**config.mk**
```make
export PLATFORM = sky130hd
export DESIGN_NAME = eye_pattern_serial_port
export DESIGN_NICKNAME = d
export VERILOG_FILES = /design/src/eye_port_pkg.sv /design/src/eye_pattern_serial_port.sv
export SDC_FILE = /design/constraint.sdc
export NUM_CORES = 1
export LEC_CHECK = 0
export BUFFER_PORTS_ARGS = -buffer_cell sky130_fd_sc_hd__buf_4
export CORE_ASPECT_RATIO = 1.2
export CORE_MARGIN = 1.5
export CORE_UTILIZATION = 45
export DETAILED_ROUTE_END_ITERATION = 8
export GPL_TIMING_DRIVEN = 0
export PLACE_DENSITY = 0.68
export SETUP_SLACK_MARGIN = 0.05
export SLEW_MARGIN = 20
export SYNTH_ARGS = -nofsm -noshare
export SYNTH_HDL_FRONTEND = slang
export SYNTH_SLANG_ARGS = --single-unit
```
**constraint.sdc**
```tcl
create_clock -name core_clk -period 2.8 [get_ports core_clk]
set_input_delay 0.14 -clock core_clk [delete_from_list [all_inputs] [get_ports core_clk]]
set_output_delay 0.14 -clock core_clk [all_outputs]
set_load 0.05 [all_outputs]
```
**src/eye_port_pkg.sv**
```systemverilog
// Constants and sample carrier shared by the eye pattern serial port.
package eye_port_pkg;
    // Core and eye shift clock rates, in kHz
    localparam int CORE_CLK_KHZ = 200000;
    localparam int SHIFT_CLK_KHZ = 1536;
    // Whole core cycles per shift clock period, and the high phase length
    localparam int SHIFT_DIV = CORE_CLK_KHZ / SHIFT_CLK_KHZ;
    localparam int SHIFT_HIGH = SHIFT_DIV / 2;
    localparam logic [7:0] DIV_LAST = 8'(SHIFT_DIV - 1);
    localparam logic [7:0] HIGH_CYCLES = 8'(SHIFT_HIGH);
    // Word layout: sixteen bits, X byte first then Y byte
    localparam int COORD_BITS = 8;
    localparam int WORD_BITS = 2 * COORD_BITS;
    localparam logic [3:0] BIT_LAST = 4'(WORD_BITS - 1);
    localparam int WORD_MSB = WORD_BITS - 1;
    // Buffer depth
    localparam logic [1:0] BUF_DEPTH = 2'h2;
    // Reset levels of the pins
    localparam logic STROBE_IDLE = 1'b1;
    localparam logic DATA_IDLE = 1'b0;

    typedef struct packed {
        logic [COORD_BITS-1:0] eye_x_byte;
        logic [COORD_BITS-1:0] eye_y_byte;
    } eye_sample_s;

    typedef enum logic {ST_IDLE, ST_SHIFT} eye_state_e;
endpackage

```
**src/eye_pattern_serial_port.sv**
```systemverilog
// Eye pattern serial port: buffers constellation samples and shifts them out.
`timescale 1ns/10ps
`default_nettype none
module eye_pattern_serial_port (
    input wire logic core_clk,
    input wire logic sys_rst,
    input wire eye_port_pkg::eye_sample_s sample_data,
    input wire logic sample_valid,
    output logic sample_ready,
    output logic eye_shift_clock,
    output logic eye_data,
    output logic eye_frame_strobe
);

    ////////////////////////////////////////////////////////////////////////////
    // Shift clock divider
    ////////////////////////////////////////////////////////////////////////////

    logic [7:0] div_cnt_q;
    logic [7:0] div_cnt_d;
    logic clk_q;
    logic clk_d;
    wire div_wrap = (div_cnt_q == eye_port_pkg::DIV_LAST);
    // Last core cycle of the high phase
    wire high_done = (div_cnt_q == eye_port_pkg::HIGH_CYCLES - 8'h01);
    // Shift clock rise and pin updates share the wrap edge
    wire shift_rise = div_wrap;

    // Integer division raises the rate slightly; the converter only needs edges
    assign div_cnt_d = div_wrap ? 8'h00 : div_cnt_q + 8'h01;

    // Set on the wrap and cleared after the high phase, so no short rise follows reset
    assign clk_d = div_wrap ? 1'b1 : (high_done ? 1'b0 : clk_q);

    // Clock is high for the first half of each period
    always_ff @(posedge core_clk) begin
        if (sys_rst) begin
            div_cnt_q <= 8'h00;
            clk_q <= 1'b0;
        end else begin
            div_cnt_q <= div_cnt_d;
            clk_q <= clk_d;
        end
    end

    assign eye_shift_clock = clk_q;

    ////////////////////////////////////////////////////////////////////////////
    // Two-entry sample buffer
    ////////////////////////////////////////////////////////////////////////////

    eye_port_pkg::eye_sample_s buf_mem [2];
    logic wr_ptr_q;
    logic rd_ptr_q;
    logic [1:0] buf_cnt_q;
    logic pop;
    wire buf_full = (buf_cnt_q == eye_port_pkg::BUF_DEPTH);
    wire buf_empty = (buf_cnt_q == 2'h0);
    wire push = sample_valid && !buf_full;
    eye_port_pkg::eye_sample_s head;

    assign sample_ready = !buf_full;
    assign head = buf_mem[rd_ptr_q];

    // Storage needs no reset; the count guards it
    always_ff @(posedge core_clk) begin
        if (push) begin
            buf_mem[wr_ptr_q] <= sample_data;
        end
    end

    // Pointers and occupancy
    always_ff @(posedge core_clk) begin
        if (sys_rst) begin
            wr_ptr_q <= 1'b0;
            rd_ptr_q <= 1'b0;
            buf_cnt_q <= 2'h0;
        end else begin
            wr_ptr_q <= wr_ptr_q ^ push;
            rd_ptr_q <= rd_ptr_q ^ pop;
            buf_cnt_q <= buf_cnt_q + {1'b0, push} - {1'b0, pop};
        end
    end

    ////////////////////////////////////////////////////////////////////////////
    // Word shifter
    ////////////////////////////////////////////////////////////////////////////

    eye_port_pkg::eye_state_e state_q;
    eye_port_pkg::eye_state_e state_d;
    logic [eye_port_pkg::WORD_MSB:0] shift_q;
    logic [eye_port_pkg::WORD_MSB:0] shift_d;
    logic [3:0] bit_cnt_q;
    logic [3:0] bit_cnt_d;
    logic strobe_q;
    logic strobe_d;
    logic data_q;
    logic data_d;
    wire last_bit = (bit_cnt_q == eye_port_pkg::BIT_LAST);

    // A word starts only on a rise out of idle, which forces one high period between words
    always_comb begin
        state_d = state_q;
        shift_d = shift_q;
        bit_cnt_d = bit_cnt_q;
        strobe_d = strobe_q;
        data_d = data_q;
        pop = 1'b0;
        case (state_q)
            eye_port_pkg::ST_IDLE: begin
                if (shift_rise && !buf_empty) begin
                    pop = 1'b1;
                    shift_d = {head.eye_x_byte, head.eye_y_byte};
                    data_d = head.eye_x_byte[eye_port_pkg::COORD_BITS-1];
                    strobe_d = 1'b0;
                    bit_cnt_d = 4'h0;
                    state_d = eye_port_pkg::ST_SHIFT;
                end
            end
            eye_port_pkg::ST_SHIFT: begin
                if (shift_rise) begin
                    if (last_bit) begin
                        strobe_d = eye_port_pkg::STROBE_IDLE;
                        data_d = eye_port_pkg::DATA_IDLE;
                        state_d = eye_port_pkg::ST_IDLE;
                    end else begin
                        shift_d = {shift_q[eye_port_pkg::WORD_MSB-1:0], 1'b0};
                        data_d = shift_q[eye_port_pkg::WORD_MSB-1];
                        bit_cnt_d = bit_cnt_q + 4'h1;
                    end
                end
            end
            default: begin
                state_d = eye_port_pkg::ST_IDLE;
            end
        endcase
    end

    // Pins come straight from flops so they move together with the clock rise
    always_ff @(posedge core_clk) begin
        if (sys_rst) begin
            state_q <= eye_port_pkg::ST_IDLE;
            shift_q <= 16'h0000;
            bit_cnt_q <= 4'h0;
            strobe_q <= eye_port_pkg::STROBE_IDLE;
            data_q <= eye_port_pkg::DATA_IDLE;
        end else begin
            state_q <= state_d;
            shift_q <= shift_d;
            bit_cnt_q <= bit_cnt_d;
            strobe_q <= strobe_d;
            data_q <= data_d;
        end
    end

    assign eye_frame_strobe = strobe_q;
    assign eye_data = data_q;

    ////////////////////////////////////////////////////////////////////////////
    // Checks
    ////////////////////////////////////////////////////////////////////////////

    // Rises of the shift clock seen while the strobe is low
    logic [4:0] low_rises_q;
    always_ff @(posedge core_clk) begin
        if (sys_rst || strobe_q) begin
            low_rises_q <= 5'h00;
        end else if (shift_rise) begin
            low_rises_q <= low_rises_q + 5'h01;
        end
    end
endmodule // eye_pattern_serial_port
`default_nettype wire

```
==> results.sh <==
export IMPL_r2r_end="buf_cnt_q[1]$_SDFF_PP0_"
export IMPL_h_tree_depth=3
export IMPL_avgSynthCellArea_sq_um=11.9
export IMPL_yosysWarnings=0
export IMPL_syn_area_sq_mm=0.00291
export IMPL_grt_pass1_wl_um=8810
export IMPL_worstMarginPinSlew_ns=0.787
export IMPL_drcViolationCount=0
export IMPL_synth_cell_type_count=44
export IMPL_cts_tree="built"
export IMPL_start_kind="flop"
export IMPL_reg2regPathDepth=8
export IMPL_drive_gt1_share_pct=19.7
export IMPL_cts_setup_buffers=0
export IMPL_fin_ws_ns=0.356
export IMPL_reg2reg_slack_ns=0.36
export IMPL_fin_worst_skew_ns=0.00787
export IMPL_cp_required_ns=3.02
export IMPL_grt_overflow=0
export IMPL_ys_ff_latch=67
export IMPL_clockBufferDepth=2
export IMPL_die_h_um=91.1
export IMPL_areaGrowthSynthToFinish_pct=22.2
export IMPL_synth_most_common_cell="dfxtp_1"
export IMPL_first_global_vias=1920
export IMPL_routed_via_count=1972
export IMPL_status="finished clean"
export IMPL_ant_nets=0
export IMPL_r2r_start="div_cnt_q[5]$_SDFF_PP0_"
export IMPL_syn_inst=245
export IMPL_dr_pass1_iters=4
export IMPL_vias_per_cell=5.18
export IMPL_final_setup_viol_count=0
export IMPL_cts_root_buf="clkbuf_8"
export IMPL_grt_setup_unrepaired="false"
export IMPL_power_density_mw_per_mm2=596
export IMPL_diodes=0
export IMPL_vdd_drop_max_mv=0.349
export IMPL_antenna_found_initial=0
export IMPL_leakage_nw=1.37
export IMPL_holdCritStartpoint="sys_rst"
export IMPL_synth_edf_count=32
export IMPL_clkSlewWorstSetupHoldPaths_ns=0.07
export IMPL_hold_path_end="rd_ptr_q$_SDFF_PP0_"
export IMPL_gp_congestion=0.831
export IMPL_cp_end_kind="flop"
export IMPL_async_reset_ff_share_pct=0
export IMPL_min_path_cells=3
export IMPL_core_sq_mm=0.00613
export IMPL_synth_flop_cell="dfxtp_1"
export IMPL_rows=31
export IMPL_fin_crit_sh_pct=87.3
export IMPL_finalHoldViolations=0
export IMPL_port_buffers=22
export IMPL_whs_ns=0.190
export IMPL_maxSlewHeadroom_pct=47.5
export IMPL_cp_max_fo=6
export IMPL_initialDrtViolationCount=65
export IMPL_max_freq_mhz=409
export IMPL_yosys_top_cells_count="dfxtp_1 (35), edfxtp_1 (32), nand2_1 (23), mux2i_1 (18), nand2b_1 (15)"
export IMPL_die_area_sq_mm=0.00695
export IMPL_grt_usage_pct=16.3
export IMPL_synth_seq_area_share_pct=57.1
export IMPL_initial_core_util_pct=47.4
export IMPL_finalSetupTns_ns=0
export IMPL_grt_max_degree=17
export IMPL_cts_made_buffers=9
export IMPL_clock_sinks=67
export IMPL_synth_area_leader_cell="edfxtp_1"
export IMPL_syn_nets=272
export IMPL_finalPower_mw=2.12
export IMPL_holdCritPathClass="in -> reg"
export IMPL_fin_nets=321
export IMPL_io_pins=23
export IMPL_clkLatencyLatePin_ns=0.35
export IMPL_netlist_area_leader_share_pct=33.0
export IMPL_wirelength_um=5190
export IMPL_critPathArrivalTime_ns=2.66
export IMPL_die_x_um=76.4
export IMPL_drv_slew=0
export IMPL_fin_crit_ns=2.44
export IMPL_cap_viol_max_count=0
export IMPL_cts_resized=0
export IMPL_synth_area_top_cells="edfxtp_1 (33%), dfxtp_1 (24%), mux2i_1 (6.2%)"
export IMPL_nFillCells=545
export IMPL_dp_hpwl_um=3440
export IMPL_hold_buffers=16
export IMPL_wire_per_inst_um=13.6
export IMPL_place_ws_ns=0.357
export IMPL_path_class="reg -> reg"
-- cells by family (layout without fill, tap and decap cells) --
family,after synthesis,in the layout,share of synthesized area (%)
xor gates and xnor gates,4,4,1.21
DFF,67,67,57.1
muxes,33,33,12.1
buffers and inverters,22,76,3.10
AOI/OAI and AO/OA,33,33,8.13
and+or+nand+nor,78,78,14.8
adders and majority gates,8,8,3.44
-- stage by stage --
stage               cell area (sq um)  utilization, %  std cells
floorplan                        2910               -        245
global placement                 3180            51.8        349
detailed placement               3180            51.8        349
CTS                              3550            58.0        381
global route                     3550            58.0        381
finish                           3550            58.0        381
-- critical path, stage by stage, from the launching register on --
cell     delay [ns]
dfxtp_1        0.36
or4_4          0.61
nor4_4         0.46
ha_1           0.30
inv_1          0.05
ha_1           0.14
xor2_1         0.18
and2_1         0.15
nor3_1         0.04
-- placed cells by master (no fill, tap or decap), drive strengths merged, types with 2 or more instances in the layout --
cell         netlist  layout
inv                7       7
xor2               3       3
or3                4       4
mux2i             18      18
and3               2       2
a21oi              4       4
nand2             23      23
clkinv             0       2
edfxtp            32      32
nand2b            15      15
nor2b              3       3
bufinv             0       2
nand4              4       4
a311oi             2       2
buf                7      29
o211ai            14      14
o21ai              5       5
clkbuf             8      19
nand3              5       5
mux2              15      15
nor4               3       3
nand3b             2       2
nor2              11      11
ha                 8       8
dlygate4sd3        0      16
dfxtp             35      35
-- state kept, by name, summed over array words and instances (netlist names), 2 cells and up --
name / flops
bit_cnt_q: 4
div_cnt_q: 8
buf_mem: 32
shift_q: 15
buf_cnt_q: 2
-- metal layers --
metal,wire length (um),GRT usage [%]
met1,2370,19.6
met2,2530,26.3
met3,183,5.33
met4,107,7.87
met5,0,0
-- power breakdown --
| group | internal [mW] | total, mW | switching (mW) |
|---|---|---|---|
| logic | 0.0716 | 0.151 | 0.0796 |
| clock network | 0.521 | 0.876 | 0.355 |
| registers | 1.08 | 1.09 | 0.0148 |
-- worst max-delay path by stage --
stage                                  startpoint  cells after the start                       to
after floorplan           div_cnt_q[5]$_SDFF_PP0_                      8  buf_cnt_q[1]$_SDFF_PP0_
after global placement    div_cnt_q[5]$_SDFF_PP0_                      8  buf_cnt_q[1]$_SDFF_PP0_
after detailed placement  div_cnt_q[5]$_SDFF_PP0_                      8  buf_cnt_q[1]$_SDFF_PP0_
after CTS                 div_cnt_q[5]$_SDFF_PP0_                      8  buf_cnt_q[1]$_SDFF_PP0_
after global routing      div_cnt_q[5]$_SDFF_PP0_                      8  buf_cnt_q[1]$_SDFF_PP0_
final                     div_cnt_q[5]$_SDFF_PP0_                      8  buf_cnt_q[1]$_SDFF_PP0_
-- final cells by class --
class,count,area (sq um),area share [%]
Inverter,7,26.3,0.739
Sequential cell,67,1660,46.8
Multi-Input combinational cell,156,1160,32.5
Timing Repair Buffer,38,325,9.15
Clock inverter,5,76.3,2.15
Clock buffer,11,141,3.98
Buffer,15,63.8,1.80
Tap cell,82,103,2.89
(Power assumes the default switching activity.)
